===== config.mk =====
export PLATFORM = sky130hd
export DESIGN_NAME = logic_cluster
export DESIGN_NICKNAME = d
export VERILOG_FILES = /design/src/hdl/cluster_pkg.sv /design/src/hdl/logic_element.sv /design/src/hdl/logic_cluster.sv
export SDC_FILE = /design/constraint.sdc
export NUM_CORES = 1
export LEC_CHECK = 0
export ABC_CLOCK_PERIOD_IN_PS = 9700
export BUFFER_PORTS_ARGS = -buffer_cell sky130_fd_sc_hd__buf_4
export CORE_MARGIN = 10
export CORE_UTILIZATION = 35
export DETAILED_ROUTE_END_ITERATION = 8
export HOLD_SLACK_MARGIN = 0.12
export SLEW_MARGIN = 20
export SYNTH_ARGS = -nofsm -noshare
export SYNTH_HDL_FRONTEND = slang
export SYNTH_HIERARCHICAL = 1
export SYNTH_SLANG_ARGS = --single-unit
export TNS_END_PERCENT = 30

===== constraint.sdc =====
create_clock -name clk_sys -period 9.7 [get_ports clk_sys]
set_input_delay 0.485 -clock clk_sys [delete_from_list [all_inputs] [get_ports clk_sys]]
set_output_delay 0.485 -clock clk_sys [all_outputs]
set_load 0.05 [all_outputs]

===== src/hdl/cluster_pkg.sv =====
package cluster_pkg;

    ////////////////////////////////////////////////////////////////////////////
    // Sizes
    localparam int NUM_ELEMENTS = 10;
    localparam int LUT_INPUTS = 4;
    localparam int LUT_BITS = 16;
    localparam int ADDR_W = 8;
    localparam int DATA_W = 32;
    localparam int NUM_CLEARS = 2;

    ////////////////////////////////////////////////////////////////////////////
    // Register byte offsets
    localparam logic [ADDR_W-1:0] CTRL_OFS = 8'h00;
    localparam logic [ADDR_W-1:0] CLEAR_SEL_OFS = 8'h04;
    localparam logic [ADDR_W-1:0] LUT_CHAIN_OFS = 8'h08;
    localparam logic [ADDR_W-1:0] LUT_MASK_BASE_OFS = 8'h10;
    localparam logic [ADDR_W-1:0] LUT_MASK_LAST_OFS = 8'h34;
    localparam logic [ADDR_W-1:0] REG_STATE_OFS = 8'h40;
    localparam logic [ADDR_W-1:0] LUT_STATE_OFS = 8'h44;
    localparam logic [ADDR_W-1:0] PIN_STATE_OFS = 8'h48;
    localparam int WORD_SHIFT = 2;

    ////////////////////////////////////////////////////////////////////////////
    // Control register fields
    localparam int CTRL_CLEAR_EN_BIT = 0;
    localparam int CTRL_SHIFT_MODE_BIT = 1;

    ////////////////////////////////////////////////////////////////////////////
    // Element data input roles
    localparam int LOAD_DATA_BIT = 3;
    localparam int SYNC_DATA_BIT = 0;
    localparam int CHAIN_DATA_BIT = 0;

    ////////////////////////////////////////////////////////////////////////////
    // Reset values
    localparam logic [NUM_ELEMENTS-1:0] SEL_RESET = 10'h000;
    localparam logic [LUT_BITS-1:0] LUT_MASK_RESET = 16'h0000;
    localparam logic [DATA_W-1:0] READ_ZERO = 32'h0000_0000;

    ////////////////////////////////////////////////////////////////////////////
    // Cluster-wide controls, shared by every element
    typedef struct packed {
        logic [NUM_CLEARS-1:0] async_clear;
        logic async_load;
        logic load_high;
        logic sync_clear;
        logic sync_load;
        logic clock_enable;
    } cluster_ctrl_t;

    typedef struct packed {
        logic [ADDR_W-1:0] addr;
        logic [DATA_W-1:0] wr_data;
        logic wr_stb;
        logic rd_stb;
    } bus_req_t;

    typedef logic [NUM_ELEMENTS-1:0][LUT_BITS-1:0] lut_mask_array_t;
    typedef logic [NUM_ELEMENTS-1:0][LUT_INPUTS-1:0] element_data_t;

endpackage : cluster_pkg


===== src/hdl/logic_element.sv =====
module logic_element #(
    parameter logic INIT_HIGH = 1'b0
) (
    input wire logic clk_sys,
    input wire logic reset,
    input wire logic clk_en,
    input wire cluster_pkg::cluster_ctrl_t ctrl,
    input wire logic chip_clear,
    input wire logic clear_sel,
    input wire logic [cluster_pkg::LUT_BITS-1:0] lut_mask,
    input wire logic [cluster_pkg::LUT_INPUTS-1:0] data_in,
    input wire logic lut_chain_in,
    input wire logic lut_chain_sel,
    input wire logic reg_chain_in,
    input wire logic shift_mode,
    output logic reg_q_r,
    output logic lut_out
);

    typedef struct packed {
        logic q;
    } element_state_t;

    element_state_t st_r;
    element_state_t st_nxt;
    logic [cluster_pkg::LUT_INPUTS-1:0] lut_in;

    ////////////////////////////////////////////////////////////////////////////
    always_comb
    begin
        lut_in = data_in;
        if (lut_chain_sel)
        begin
            lut_in[cluster_pkg::CHAIN_DATA_BIT] = lut_chain_in;
        end
        lut_out = lut_mask[lut_in];
        st_nxt = st_r;
        if (reset)
        begin
            st_nxt.q = INIT_HIGH;
        end
        else if (clk_en)
        begin
            if (chip_clear)
            begin
                st_nxt.q = 1'b0;
            end
            else if (ctrl.async_clear[clear_sel])
            begin
                st_nxt.q = 1'b0;
            end
            else if (ctrl.async_load)
            begin
                st_nxt.q = ctrl.load_high ? 1'b1 : data_in[cluster_pkg::LOAD_DATA_BIT];
            end
            else if (ctrl.sync_clear)
            begin
                st_nxt.q = 1'b0;
            end
            else if (ctrl.sync_load)
            begin
                st_nxt.q = data_in[cluster_pkg::SYNC_DATA_BIT];
            end
            else if (ctrl.clock_enable)
            begin
                st_nxt.q = shift_mode ? reg_chain_in : lut_out;
            end
        end
    end

    always_ff @(posedge clk_sys)
    begin
        st_r <= st_nxt;
    end

    assign reg_q_r = st_r.q;

endmodule : logic_element


===== src/hdl/logic_cluster.sv =====
// Functional notes
// - Each register has a clear, and its preset is a load of a high level, not a set input.
// - Clear and preset or load together leave the register cleared.
// - A cluster offers at most two clear lines and one preset line, shared by all registers.
// - The enabled chip clear resets every register, beats every control, on its own route.
// - Chip clear held low through power-up keeps all clears on until the pin goes high.
// - A build option selects chip clear; when off the pin is a plain input with no reset effect.
// - Each register powers up low unless its own parameter selects high.
// - In shift mode each register feeds the register of the next element, elements 1 to 10.
// - An element's lookup output may drive the fast input of the element below it.
// - Clock, clears, preset or load, sync clear, sync load and enable are cluster-wide.
// - A load in normal mode captures the element's fourth data input.
module logic_cluster #(
    parameter logic [cluster_pkg::NUM_ELEMENTS-1:0] POWERUP_HIGH = 10'h000,
    parameter logic CHIP_CLEAR_OPTION = 1'b1
) (
    input wire logic clk_sys,
    input wire logic reset,
    input wire logic clk_en,
    input wire cluster_pkg::bus_req_t bus_req,
    output logic [cluster_pkg::DATA_W-1:0] rd_data_r,
    input wire logic chip_wide_clear_n,
    input wire cluster_pkg::cluster_ctrl_t ctrl,
    input wire cluster_pkg::element_data_t element_data,
    input wire logic shift_in,
    output logic [cluster_pkg::NUM_ELEMENTS-1:0] reg_q_r,
    output logic [cluster_pkg::NUM_ELEMENTS-1:0] lut_q_r,
    output logic pin_value_r
);

    typedef struct packed {
        logic clear_en;
        logic shift_mode;
        logic [cluster_pkg::NUM_ELEMENTS-1:0] clear_sel;
        logic [cluster_pkg::NUM_ELEMENTS-1:0] lut_chain_sel;
        cluster_pkg::lut_mask_array_t lut_mask;
        logic [cluster_pkg::DATA_W-1:0] rd_data;
        logic [cluster_pkg::NUM_ELEMENTS-1:0] lut_q;
        logic pin_value;
    } cluster_state_t;

    cluster_state_t st_r;
    cluster_state_t st_nxt;
    logic chip_clear;
    logic [cluster_pkg::NUM_ELEMENTS-1:0] lut_out;
    logic [cluster_pkg::NUM_ELEMENTS-1:0] reg_q;

    ////////////////////////////////////////////////////////////////////////////
    // Mask slot decode, shared by read and write
    function automatic logic mask_hit(input logic [cluster_pkg::ADDR_W-1:0] a);
        mask_hit = (a >= cluster_pkg::LUT_MASK_BASE_OFS)
            && (a <= cluster_pkg::LUT_MASK_LAST_OFS)
            && (a[cluster_pkg::WORD_SHIFT-1:0] == 2'h0);
    endfunction : mask_hit

    function automatic logic [3:0] mask_slot(input logic [cluster_pkg::ADDR_W-1:0] a);
        logic [cluster_pkg::ADDR_W-1:0] d;
        d = a - cluster_pkg::LUT_MASK_BASE_OFS;
        mask_slot = d[cluster_pkg::WORD_SHIFT+3:cluster_pkg::WORD_SHIFT];
    endfunction : mask_slot

    ////////////////////////////////////////////////////////////////////////////
    // option gates the pin's reset role
    // pin level held low keeps clears on
    assign chip_clear = CHIP_CLEAR_OPTION & st_r.clear_en & ~chip_wide_clear_n;

    ////////////////////////////////////////////////////////////////////////////
    always_comb
    begin
        st_nxt = st_r;
        if (reset)
        begin
            // Option preset so clears hold from power-up
            st_nxt.clear_en = CHIP_CLEAR_OPTION;
            st_nxt.shift_mode = 1'b0;
            st_nxt.clear_sel = cluster_pkg::SEL_RESET;
            st_nxt.lut_chain_sel = cluster_pkg::SEL_RESET;
            for (int i = 0; i < cluster_pkg::NUM_ELEMENTS; i++)
            begin
                st_nxt.lut_mask[i] = cluster_pkg::LUT_MASK_RESET;
            end
            st_nxt.rd_data = cluster_pkg::READ_ZERO;
            st_nxt.lut_q = cluster_pkg::SEL_RESET;
            st_nxt.pin_value = 1'b0;
        end
        else if (clk_en)
        begin
            st_nxt.lut_q = lut_out;
            st_nxt.pin_value = (CHIP_CLEAR_OPTION & st_r.clear_en) ? 1'b0 : chip_wide_clear_n;
            st_nxt.rd_data = cluster_pkg::READ_ZERO;
            if (bus_req.wr_stb)
            begin
                case (bus_req.addr)
                    cluster_pkg::CTRL_OFS:
                    begin
                        st_nxt.clear_en = bus_req.wr_data[cluster_pkg::CTRL_CLEAR_EN_BIT];
                        st_nxt.shift_mode = bus_req.wr_data[cluster_pkg::CTRL_SHIFT_MODE_BIT];
                    end
                    // each element picks one of two clears
                    cluster_pkg::CLEAR_SEL_OFS:
                    begin
                        st_nxt.clear_sel = bus_req.wr_data[cluster_pkg::NUM_ELEMENTS-1:0];
                    end
                    cluster_pkg::LUT_CHAIN_OFS:
                    begin
                        st_nxt.lut_chain_sel = bus_req.wr_data[cluster_pkg::NUM_ELEMENTS-1:0];
                    end
                    default:
                    begin
                        if (mask_hit(bus_req.addr))
                        begin
                            st_nxt.lut_mask[mask_slot(bus_req.addr)] =
                                bus_req.wr_data[cluster_pkg::LUT_BITS-1:0];
                        end
                    end
                endcase
            end
            if (bus_req.rd_stb)
            begin
                case (bus_req.addr)
                    cluster_pkg::CTRL_OFS:
                    begin
                        st_nxt.rd_data[cluster_pkg::CTRL_CLEAR_EN_BIT] = st_r.clear_en;
                        st_nxt.rd_data[cluster_pkg::CTRL_SHIFT_MODE_BIT] = st_r.shift_mode;
                    end
                    cluster_pkg::CLEAR_SEL_OFS:
                    begin
                        st_nxt.rd_data[cluster_pkg::NUM_ELEMENTS-1:0] = st_r.clear_sel;
                    end
                    cluster_pkg::LUT_CHAIN_OFS:
                    begin
                        st_nxt.rd_data[cluster_pkg::NUM_ELEMENTS-1:0] = st_r.lut_chain_sel;
                    end
                    cluster_pkg::REG_STATE_OFS:
                    begin
                        st_nxt.rd_data[cluster_pkg::NUM_ELEMENTS-1:0] = reg_q;
                    end
                    cluster_pkg::LUT_STATE_OFS:
                    begin
                        st_nxt.rd_data[cluster_pkg::NUM_ELEMENTS-1:0] = lut_out;
                    end
                    cluster_pkg::PIN_STATE_OFS:
                    begin
                        st_nxt.rd_data[0] = chip_wide_clear_n;
                    end
                    default:
                    begin
                        if (mask_hit(bus_req.addr))
                        begin
                            st_nxt.rd_data[cluster_pkg::LUT_BITS-1:0] =
                                st_r.lut_mask[mask_slot(bus_req.addr)];
                        end
                    end
                endcase
            end
        end
    end

    always_ff @(posedge clk_sys)
    begin
        st_r <= st_nxt;
    end

    ////////////////////////////////////////////////////////////////////////////
    // Elements; chains run from element 1 down to element 10
    for (genvar g = 0; g < cluster_pkg::NUM_ELEMENTS; g++)
    begin : g_element
        logic lut_up;
        logic reg_up;
        if (g == 0)
        begin : g_first
            assign lut_up = 1'b0;
            assign reg_up = shift_in;
        end
        else
        begin : g_rest
            assign lut_up = lut_out[g-1];
            assign reg_up = reg_q[g-1];
        end
        logic_element #(
            .INIT_HIGH(POWERUP_HIGH[g])
        ) u_element (
            .clk_sys(clk_sys),
            .reset(reset),
            .clk_en(clk_en),
            .ctrl(ctrl),
            .chip_clear(chip_clear),
            .clear_sel(st_r.clear_sel[g]),
            .lut_mask(st_r.lut_mask[g]),
            .data_in(element_data[g]),
            .lut_chain_in(lut_up),
            .lut_chain_sel(st_r.lut_chain_sel[g]),
            .reg_chain_in(reg_up),
            .shift_mode(st_r.shift_mode),
            .reg_q_r(reg_q[g]),
            .lut_out(lut_out[g])
        );
    end

    assign rd_data_r = st_r.rd_data;
    assign reg_q_r = reg_q;
    assign lut_q_r = st_r.lut_q;
    assign pin_value_r = st_r.pin_value;

endmodule : logic_cluster


# Yosys cells after proc, flatten, opt, wreduce, memory -nomap -nowiden
# Index checks and enable logic that the tools add are counted.
dict set report totals {
  latchBits 0
  rom_bits 0
  mem_count 0
  ram_bits 0
  ff_bits 219
  elab_cells 234
  input_bits 94
  out_inout_bits 53
}
dict set report op_classes {
  n_reduce_logical 32
  n_eq_ne 5
  n_bitwise 3
  n_div 0
  n_addsub 1
  magnitude_cmp 24
  mul 0
  shifts 0
  mux 142
}
# op n
set op_table {}
lappend op_table {{160-bit bitwise mux} 1}
lappend op_table {{1-bit two-way mux} 121}
lappend op_table {{16-bit binary-select mux with 4-bit select} 1}
lappend op_table {{16-bit demux with 4-bit select} 1}
lappend op_table {{16-bit two-way mux} 4}
lappend op_table {{6-bit nonzero test} 10}
lappend op_table {{4-bit by 5-bit < comparator with 1-bit output (second input constant)} 11}
lappend op_table {{1-bit binary-select mux with 4-bit select} 10}
lappend op_table {{8-bit case mux with 5 select lines} 1}
lappend op_table {{8-bit by 7-bit equality test with 1-bit output (second input constant)} 3}
lappend op_table {{1-bit by 2-bit < comparator with 1-bit output (second input constant)} 10}
lappend op_table {{2-bit AND reduction} 10}
lappend op_table {{1-bit case mux with 6 select lines} 2}
lappend op_table {{3-bit AND reduction} 3}
lappend op_table {{8-bit by 3-bit equality test with 1-bit output (second input constant)} 1}
lappend op_table {{8-bit by 4-bit equality test with 1-bit output (second input constant)} 1}
lappend op_table {{8-bit by 5-bit >= comparator with 1-bit output (second input constant)} 1}
lappend op_table {{8-bit by 6-bit less-or-equal comparator with 1-bit output (second input constant)} 1}
lappend op_table {{8-bit logical NOT} 1}
lappend op_table {{6-bit two-way mux} 1}
lappend op_table {{6-bit OR reduction} 1}
lappend op_table {{6-bit by 5-bit subtractor with 6-bit output (second input constant)} 1}
lappend op_table {{4-bit by 1-bit >= comparator with 1-bit output (second input constant)} 1}
lappend op_table {{4-bit AND reduction} 1}
lappend op_table {{6 further kinds} 9}

# Logic depth before layout (Yosys ltp)
# Gate-level depths: netlist of the first run.
dict set report logic_depth {
  ltp_word 37
  ltp_mapped 45
  mapped_depth_nobuf 44
}

# By module
# The synthesis of the first run kept the hierarchy.
# module area_each_um2 seq_area_each_um2 n_inst cells_per_inst
set modules_own_cells {}
lappend modules_own_cells {logic_cluster 9650.5 4184.0 1 1121}
lappend modules_own_cells {logic_element 307.8 20.0 10 31}

# Worst setup path after synthesis of the first run
# OpenSTA, ideal clock, no wires.
dict set report synth_timing {
  path_type {input -> register}
  from {input element_data[3] (netlist bit)}
  to {register st_r, in the netlist rd_data_r[9]}
  n_path_buf 1
  t_required_ns 9.560
  t_arrival_ns 8.538
  setup_time_ns 0.140
  stages 44
  setup_slack_ns 1.022
  path_cell_list {buf_2 mux4_2 nor3_2 nor3_2 mux2i_4 mux4_2 nor3_2 nor3_2 mux2i_4 mux4_2 nor3_2 nor3_2 mux2i_4 mux4_2 nor3_2 nor3_2 mux2i_4 mux4_2 (+8 left out) nor3_2 nor3_2 mux2i_4 mux4_2 nor3_2 nor3_2 mux2i_4 mux4_2 nor3_2 nor3_2 mux2i_4 mux4_2 nor3_2 nor3_2 mux2i_1 nor2_1 a221oi_1 o221ai_1}
}
dict set report synth_via {
  elab_chain_cells 31
}
# element line_no
set synth_lines {}
lappend synth_lines {{start, declared} logic_cluster.sv:24} ;# input wire cluster_pkg::element_data_t element_data,
lappend synth_lines {{1-bit binary-select mux with 4-bit select} logic_element.sv:36} ;# lut_out = lut_mask[lut_in];
lappend synth_lines {{1-bit two-way mux (not written as such)} logic_element.sv:36}
lappend synth_lines {{net g_element[1].lut_up} logic_cluster.sv:168} ;# logic lut_up;
lappend synth_lines {{1-bit two-way mux} logic_element.sv:32} ;# if (lut_chain_sel)
lappend synth_lines {{1-bit binary-select mux with 4-bit select} logic_element.sv:36}
lappend synth_lines {{1-bit two-way mux (not written as such)} logic_element.sv:36}
lappend synth_lines {{net g_element[2].lut_up} logic_cluster.sv:168}
lappend synth_lines {{1-bit two-way mux} logic_element.sv:32}
lappend synth_lines {{(+2 left out)} -}
lappend synth_lines {{net g_element[3].lut_up} logic_cluster.sv:168}
lappend synth_lines {{(+3 left out)} -}
lappend synth_lines {{net g_element[4].lut_up} logic_cluster.sv:168}
lappend synth_lines {{(+3 left out)} -}
lappend synth_lines {{net g_element[5].lut_up} logic_cluster.sv:168}
lappend synth_lines {{(+3 left out)} -}
lappend synth_lines {{net g_element[6].lut_up} logic_cluster.sv:168}
lappend synth_lines {{(+3 left out)} -}
lappend synth_lines {{net g_element[7].lut_up} logic_cluster.sv:168}
lappend synth_lines {{(+3 left out)} -}
lappend synth_lines {{net g_element[8].lut_up} logic_cluster.sv:168}
lappend synth_lines {{(+2 left out)} -}
lappend synth_lines {{1-bit two-way mux (not written as such)} logic_element.sv:36}
lappend synth_lines {{net g_element[9].lut_up} logic_cluster.sv:168}
lappend synth_lines {{1-bit two-way mux} logic_element.sv:32}
lappend synth_lines {{1-bit binary-select mux with 4-bit select} logic_element.sv:36}
lappend synth_lines {{1-bit two-way mux (not written as such)} logic_element.sv:36}
lappend synth_lines {{net lut_out, one bit} logic_cluster.sv:45} ;# logic [cluster_pkg::NUM_ELEMENTS-1:0] lut_out;
lappend synth_lines {{8-bit case mux with 5 select lines} logic_cluster.sv:120} ;# case (bus_req.addr)
lappend synth_lines {{16-bit two-way mux} logic_cluster.sv:118} ;# if (bus_req.rd_stb)
lappend synth_lines {{end signal, assigned} logic_cluster.sv:161} ;# st_r <= st_nxt;
lappend synth_lines {{end, declared} logic_cluster.sv:42} ;# cluster_state_t st_r;
# The timed path passes the listed nets, and every way through them passes these cells. The select of a mux whose other input is x is not followed.
# A chain may end at the register's enable or synchronous reset.

# Worst setup path in the final report of the first run
dict set report layout_timing {
  from {register st_r[203] (netlist bit)}
  to {register st_r, in the netlist rd_data_r[9]}
}
dict set report layout_via {
  elab_chain_cells 32
}
# element line_no
set layout_lines {}
lappend layout_lines {{1-bit two-way mux} logic_element.sv:32}
lappend layout_lines {{1-bit binary-select mux with 4-bit select} logic_element.sv:36}
lappend layout_lines {{1-bit two-way mux (not written as such)} logic_element.sv:36}
lappend layout_lines {{net g_element[1].lut_up} logic_cluster.sv:168}
lappend layout_lines {{1-bit two-way mux} logic_element.sv:32}
lappend layout_lines {{1-bit binary-select mux with 4-bit select} logic_element.sv:36}
lappend layout_lines {{1-bit two-way mux (not written as such)} logic_element.sv:36}
lappend layout_lines {{net g_element[2].lut_up} logic_cluster.sv:168}
lappend layout_lines {{(+3 left out)} -}
lappend layout_lines {{net g_element[3].lut_up} logic_cluster.sv:168}
lappend layout_lines {{(+3 left out)} -}
lappend layout_lines {{net g_element[4].lut_up} logic_cluster.sv:168}
lappend layout_lines {{(+3 left out)} -}
lappend layout_lines {{net g_element[5].lut_up} logic_cluster.sv:168}
lappend layout_lines {{(+3 left out)} -}
lappend layout_lines {{net g_element[6].lut_up} logic_cluster.sv:168}
lappend layout_lines {{(+3 left out)} -}
lappend layout_lines {{net g_element[7].lut_up} logic_cluster.sv:168}
lappend layout_lines {{(+3 left out)} -}
lappend layout_lines {{net g_element[8].lut_up} logic_cluster.sv:168}
lappend layout_lines {{(+2 left out)} -}
lappend layout_lines {{1-bit two-way mux (not written as such)} logic_element.sv:36}
lappend layout_lines {{net g_element[9].lut_up} logic_cluster.sv:168}
lappend layout_lines {{1-bit two-way mux} logic_element.sv:32}
lappend layout_lines {{1-bit binary-select mux with 4-bit select} logic_element.sv:36}
lappend layout_lines {{1-bit two-way mux (not written as such)} logic_element.sv:36}
lappend layout_lines {{net lut_out, one bit} logic_cluster.sv:45}
lappend layout_lines {{8-bit case mux with 5 select lines} logic_cluster.sv:120}
lappend layout_lines {{16-bit two-way mux} logic_cluster.sv:118}
# The timed path passes the listed nets, and every way through them passes these cells. The select of a mux whose other input is x is not followed.

==> results.json, run 1 <==
{
  "regToRegEndpoint": "rd_data_r[9]$_SDFFE_PP0P_",
  "hp-start": "chip_wide_clear_n",
  "overflow": 0,
  "final_cells": 1935,
  "synth_top_family_by_area": "multiplexers",
  "relSlewSlack_pct": 29.1,
  "synth_xor_area_share_pct": 0,
  "drtIter0Drc": 1062,
  "ys.flop_type": "dfxtp_1",
  "layout_min_cycle_time_ns": 9.47,
  "p_total_mw": 2.09,
  "critical_path_arrival_ns": 9.86,
  "wire_per_inst_microns": 23.8,
  "grt_start_max_net_pins": 132,
  "yosysWarnings": 6,
  "areaGrowthSynthToFinish_pct": 14.4,
  "die_h_microns": 211,
  "grt_util_all_layers_pct": 19.8,
  "dpl_cell_area_sq_um": 13400,
  "slowest_stage": "mux4_2",
  "clk_latency_ns": 0.53,
  "cts-root-buf": "clkbuf_16",
  "synth-simple-area-share_pct": 21.2,
  "path_buf_inv": 7,
  "synthCells": 1431,
  "antenna_found_initial": 3,
  "synthTopCellsByArea": "dfxtp_1 (34%), mux2i_1 (12%), nand2_1 (8.5%)",
  "r2r_slack_ns": 0.23,
  "htree_levels": 1,
  "crit_path_max_incr_delay_ns": 0.37,
  "synthArstFlopShare_pct": 0,
  "synth.avg_cell_area_sq_um": 8.89,
  "reg2reg_depth": 51,
  "clock_sinks": 219,
  "via_per_inst": 5.78,
  "status": "finished clean",
  "cts_made_buffers": 24,
  "tightest_slew_ns": 1.05,
  "required_ns": 10.09,
  "synth_fa_ha_area_share_pct": 0.590,
  "dieArea_sq_um": 44400,
  "max_cap_violations": 0,
  "finalMaxSlewViolations": 0,
  "synth-edff-count": 0,
  "place.gp.congestion": 0.932,
  "grt_pass1_wl_mm": 68.7,
  "fin_crit_sh_pct": 97.6,
  "synth_compound_area_share_pct": 13.3,
  "dp_hpwl_mm": 33.2,
  "die_w_microns": 211,
  "grt_pass1_vias": 10600,
  "critPathLaunchType": "register",
  "hold_viol": 0,
  "synth.distinct_cells": 57,
  "fin_nets": 1555,
  "hp-class": "primary input to register",
  "drt_pass1_iterations": 5,
  "setup-violations-final": 0,
  "drcViolationCount": 0,
  "fin_area_sq_um": 14600,
  "cp-end-kind": "register",
  "clock.fmax_mhz": 106,
  "cts_tree": "yes",
  "holdWs_ns": 0.277,
  "routed-via-count": 11200,
  "worstSetupPathType": "register to register",
  "rsz0062_at_grt": "yes",
  "path_max_fanout": 4,
  "placedCellCount": 1872,
  "hold_depth": 3,
  "skew_ns": 0.0108,
  "postRouteAntennaNets": 0,
  "critPathTopFamily": "multiplexers",
  "path_common_cell": "mux2i_4",
  "clk_path_buf_depth": 3,
  "num-fill-cells": 3522,
  "port_buffers": 114,
  "rows": 69,
  "cts_hold_buf": 0,
  "rr_startpoint": "st_r[203]$_SDFFE_PP0P_",
  "routed_wirelength_mm": 46.0,
  "yosysTopAreaCell": "dfxtp_1",
  "leakagePower_nw": 5.44,
  "whs_endpoint": "pin_value_r$_SDFFE_PP0P_",
  "synth_mux_area_share_pct": 23.5,
  "synth-seq-area-share_pct": 34.4,
  "path_clk_slew_ns": 0.06,
  "initial_core_util_pct": 35.6,
  "core-area_sq_um": 35700,
  "synth_seq_cells": 219,
  "pin_count": 147,
  "syn-cell-area_sq_um": 12700,
  "layout-drive-gt1-share_pct": 22.6,
  "ir_drop_v": 0.0000938,
  "p_per_area_nw_per_um2": 144,
  "synth_top_area_share_pct": 34.4
}
## final cells by class
class,instances,area (sq um),share of cell area [%]
timing repair buffer,142,1080,7.45
inverter,2,7.51,0.0516
sequential,219,4390,30.1
clock inverter,8,67.6,0.464
clock buffer,35,723,4.97
antenna,2,5.00,0.0344
tap,461,577,3.96
multi-input combinational,1066,7710,52.9
## layer usage
metal  wire length (microns)  part of all wire (%)  global-route usage [%]  vias to the layer above
met4                    1120                   2.4                    5.57                        2
met2                   20800                    45                    31.0                      499
li1                        -                     -                       -                     5113
met3                    3970                   8.6                    3.99                       66
met1                   20100                    44                    27.1                     5496
met5                      20                 0.043                       0                        -
## worst register-to-register path, delay by kind of cell, from the launching register on
kind	cells	cell delay [ns]
buffers and inverters	7	1.05
AO/OA/AOI/OAI	7	1.05
flip-flops	1	0.36
multiplexers	21	4.56
AND/OR/NAND/NOR	16	2.31
## report_power, final
group          leakage (nW)  total [mW]  switching (mW)  internal [mW]
Clock                 0.394       0.928           0.386          0.541
Sequential             1.77       0.907         0.00411          0.903
Combinational          3.28       0.258           0.172         0.0864
## timing repair
action	4_1_cts	5_1_grt
pin swaps	2	14
setup endpoints to repair	4	4
setup buffers	4	14
resized for setup	14	22
## Yosys cell counts (all sizes together) (4+ instances only)
library cell / number
a21oi: 147
a221oi: 15
a22oi: 16
a2bb2oi: 7
and3: 19
and3b: 10
and4: 8
buf: 100
clkbuf: 60
dfxtp: 219
ha: 6
mux2: 19
mux2i: 168
mux4: 43
nand2: 288
nand2b: 23
nand3: 4
nand3b: 4
nand4: 9
nor2: 88
nor3: 34
nor4: 10
nor4bb: 10
o21ai: 26
o22ai: 11
o2bb2ai: 10
o31ai: 28
or2b: 11
or4: 11
## layout by cell type (no fill, tap or decap), types with 9 or more instances in the layout
cell,instances
nor4_1,10
and3b_2,10
a21oi_1,147
nand2b_1,23
mux2i_4,10
a22oi_1,16
a221oi_1,13
dfxtp_1,218
or2b_1,11
mux2i_1,150
and3_1,19
nor2_1,83
o2bb2ai_1,10
o31ai_1,18
or4_4,10
mux4_2,43
nor4bb_1,10
mux2_2,19
nor3_4,14
buf_4,137
conb_1,17
nor3_2,9
o21ai_0,26
clkbuf_16,25
o31ai_2,10
nand2_1,288
nor3_1,11
## stage by stage
| stage | TNS, ns | util (%) | worst slack (ns) |
|---|---|---|---|
| after CTS | 0 | 40.1 | 0.0193 |
| final | 0 | 40.7 | 0.233 |
| after floorplan | 0 | - | 1.02 |
| after global routing | -0.201 | 40.7 | -0.201 |
| after detailed placement | -1.38 | 37.6 | -0.641 |
| after global placement | -0.114 | 37.6 | -0.114 |
## worst max path at each step
stage / start / endpoint / slack [ns] / cells past startpoint
3_5_place_dp: element_data[0] / rd_data_r[9]$_SDFFE_PP0P_ / -0.64 / 46
4_1_cts: st_r[203]$_SDFFE_PP0P_ / rd_data_r[9]$_SDFFE_PP0P_ / 0.02 / 46
3_3_place_gp: element_data[0] / rd_data_r[9]$_SDFFE_PP0P_ / -0.11 / 46
6_report: st_r[203]$_SDFFE_PP0P_ / rd_data_r[9]$_SDFFE_PP0P_ / 0.23 / 51
2_1_floorplan: element_data[3] / rd_data_r[9]$_SDFFE_PP0P_ / 1.02 / 44
5_1_grt: st_r[203]$_SDFFE_PP0P_ / rd_data_r[9]$_SDFFE_PP0P_ / -0.20 / 50
## registers in the layout (all words and copies together) (netlist names)
register / count
st_r: 182
rd_data_r: 16
g_element.u_element/reg_q_r: 10
lut_q_r: 10
pin_value_r: 1
## logic make-up after synthesis
kind of cell	after synthesis
simple gates	541
compound gates	272
mux	230
flops	219
buf+inv	162
fa+ha+maj	6
other cells	1
(Power assumes the default switching activity.)
==> run 2: changes to the inputs <==
- CTS_BUF_LIST: unset -> sky130_fd_sc_hd__clkbuf_8 sky130_fd_sc_hd__clkbuf_16
==> run 2 against run 1 <==
Global-route usage did not move; combinational power about the same; count of clock-buffer cells in the layout shrank 4; clock power shrank 0.4%; core utilization stayed put; fmax about the same; total power is 0.17% lower; sequential share of layout area did not move; worst hold slack about the same; largest power group unchanged.
==> results.json, run 2 (synthesized netlist as in run 1, its figures left out) <==
{
  "clock_sinks": 219,
  "hold_viol": 0,
  "fin_nets": 1555,
  "final_cell_mix": "nand2_1 (288), dfxtp_1 (218), mux2i_1 (150), a21oi_1 (147), buf_4 (137)",
  "port_buffers": 114,
  "cts-root-buf": "clkbuf_16",
  "routed-via-count": 11200,
  "pin_count": 147,
  "drt_pass1_iterations": 5,
  "die_h_microns": 211,
  "crit_path_max_incr_delay_ns": 0.37,
  "worstSetupPathType": "register to register",
  "overflow": 0,
  "grt_util_all_layers_pct": 19.8,
  "dp_slack_ns": -0.641,
  "p_per_area_nw_per_um2": 144,
  "relSlewSlack_pct": 27.3,
  "dpl_cell_area_sq_um": 13400,
  "via_per_inst": 5.78,
  "clk_latency_ns": 0.53,
  "htree_levels": 1,
  "layout_min_cycle_time_ns": 9.47,
  "ir_drop_v": 0.0000928,
  "slowest_stage": "mux4_2",
  "final_cells": 1935,
  "layout-drive-gt1-share_pct": 22.6,
  "largest-register": "st_r",
  "cts_made_buffers": 24,
  "placedCellCount": 1872,
  "skew_ns": 0.0137,
  "postRouteAntennaNets": 0,
  "cp-end-kind": "register",
  "largest_reg_flops": 182,
  "rows": 69,
  "clk_path_buf_depth": 3,
  "fin_crit_sh_pct": 97.7,
  "wire_per_inst_microns": 23.8,
  "place.gp.congestion": 0.932,
  "drtIter0Drc": 1066,
  "antenna_found_initial": 3,
  "leakagePower_nw": 5.46,
  "cts_tree": "yes",
  "core-area_sq_um": 35700,
  "finalMaxSlewViolations": 0,
  "areaGrowthSynthToFinish_pct": 14.4,
  "tightest_slew_ns": 1.08,
  "p_total_mw": 2.09,
  "die_w_microns": 211,
  "final_common_cell": "nand2_1",
  "critPathLaunchType": "register",
  "status": "finished clean",
  "path_common_cell": "mux2i_4",
  "drcViolationCount": 0,
  "critical_path_arrival_ns": 9.86,
  "path_max_fanout": 4,
  "grt_pass1_vias": 10600,
  "max_cap_violations": 0,
  "layout_setup_ws_ns": 0.227,
  "initial_core_util_pct": 35.6,
  "dp_hpwl_mm": 33.2,
  "path_clk_slew_ns": 0.06,
  "routed_wirelength_mm": 46.1,
  "hp-class": "primary input to register",
  "dieArea_sq_um": 44400,
  "setup-violations-final": 0,
  "holdWs_ns": 0.277,
  "grt_pass1_wl_mm": 68.7,
  "required_ns": 10.09,
  "fin_area_sq_um": 14600,
  "rsz0062_at_grt": "yes",
  "grt_start_max_net_pins": 132,
  "clock.fmax_mhz": 106
}
## run 2: cell count changes in the layout (fill, tap and decap cells not counted)
| cell | previous run | this run |
|---|---|---|
| inv_1 | 2 | 6 |
| clkbuf_1 | 4 | 0 |
## run 2: final timing paths
check,depth (start not counted),from,slack (ns),end
hold / removal,3,chip_wide_clear_n,0.28,pin_value_r$_SDFFE_PP0P_
setup / recovery,50,st_r[203]$_SDFFE_PP0P_,0.23,rd_data_r[9]$_SDFFE_PP0P_
hold reg to reg,2,rd_data_r[11]$_SDFFE_PP0P_,0.46,rd_data_r[11]$_SDFFE_PP0P_
setup reg to reg,50,st_r[203]$_SDFFE_PP0P_,0.23,rd_data_r[9]$_SDFFE_PP0P_
## run 2: per-layer routing
metal | vias to the layer above | GRT usage (%) | wire length [microns]
met5 | - | 0 | 20
met4 | 2 | 5.57 | 1110
met3 | 63 | 3.99 | 3770
met2 | 496 | 31.0 | 20800
met1 | 5504 | 27.1 | 20300
li1 | 5114 | - | -
## run 2: metrics by stage
| step | util (%) | setup TNS [ns] |
|---|---|---|
| after floorplan | - | 0 |
| after global placement | 37.6 | -0.114 |
| after detailed placement | 37.6 | -1.38 |
| after CTS | 40.1 | 0 |
| after global routing | 40.7 | -0.201 |
| final | 40.7 | 0 |
## run 2: worst max-delay path: cells and delay by family (launching register included)
| family | cells | cell delay [ns] |
|---|---|---|
| multiplexers | 21 | 4.83 |
| AO/OA/AOI/OAI | 6 | 0.94 |
| AND/OR/NAND/NOR | 17 | 2.30 |
| flip-flops | 1 | 0.36 |
| buffers and inverters | 6 | 0.90 |
## run 2: layout make-up
type | instances | area [sq um]
Tap cell | 461 | 577
Sequential cell | 219 | 4390
Timing Repair Buffer | 142 | 1080
Inverter | 2 | 7.51
Multi-Input combinational cell | 1066 | 7710
Fill cell | 3522 | 21200
Clock buffer | 31 | 708
Clock inverter | 12 | 82.6
Antenna cell | 2 | 5.00
## run 2: timing repair
item / 4_1_cts / 5_1_grt
pin swaps: 2 / 14
resized for setup: 14 / 22
buffers inserted: 4 / 14
endpoints found under the setup margin: 4 / 4
gates cloned: 0 / 0
hold buffers: 0 / 0
## run 2: power by group
group	total [mW]	internal [mW]	switching (mW)
Sequential	0.907	0.903	0.00414
Combinational	0.259	0.0864	0.172
Clock	0.924	0.537	0.386
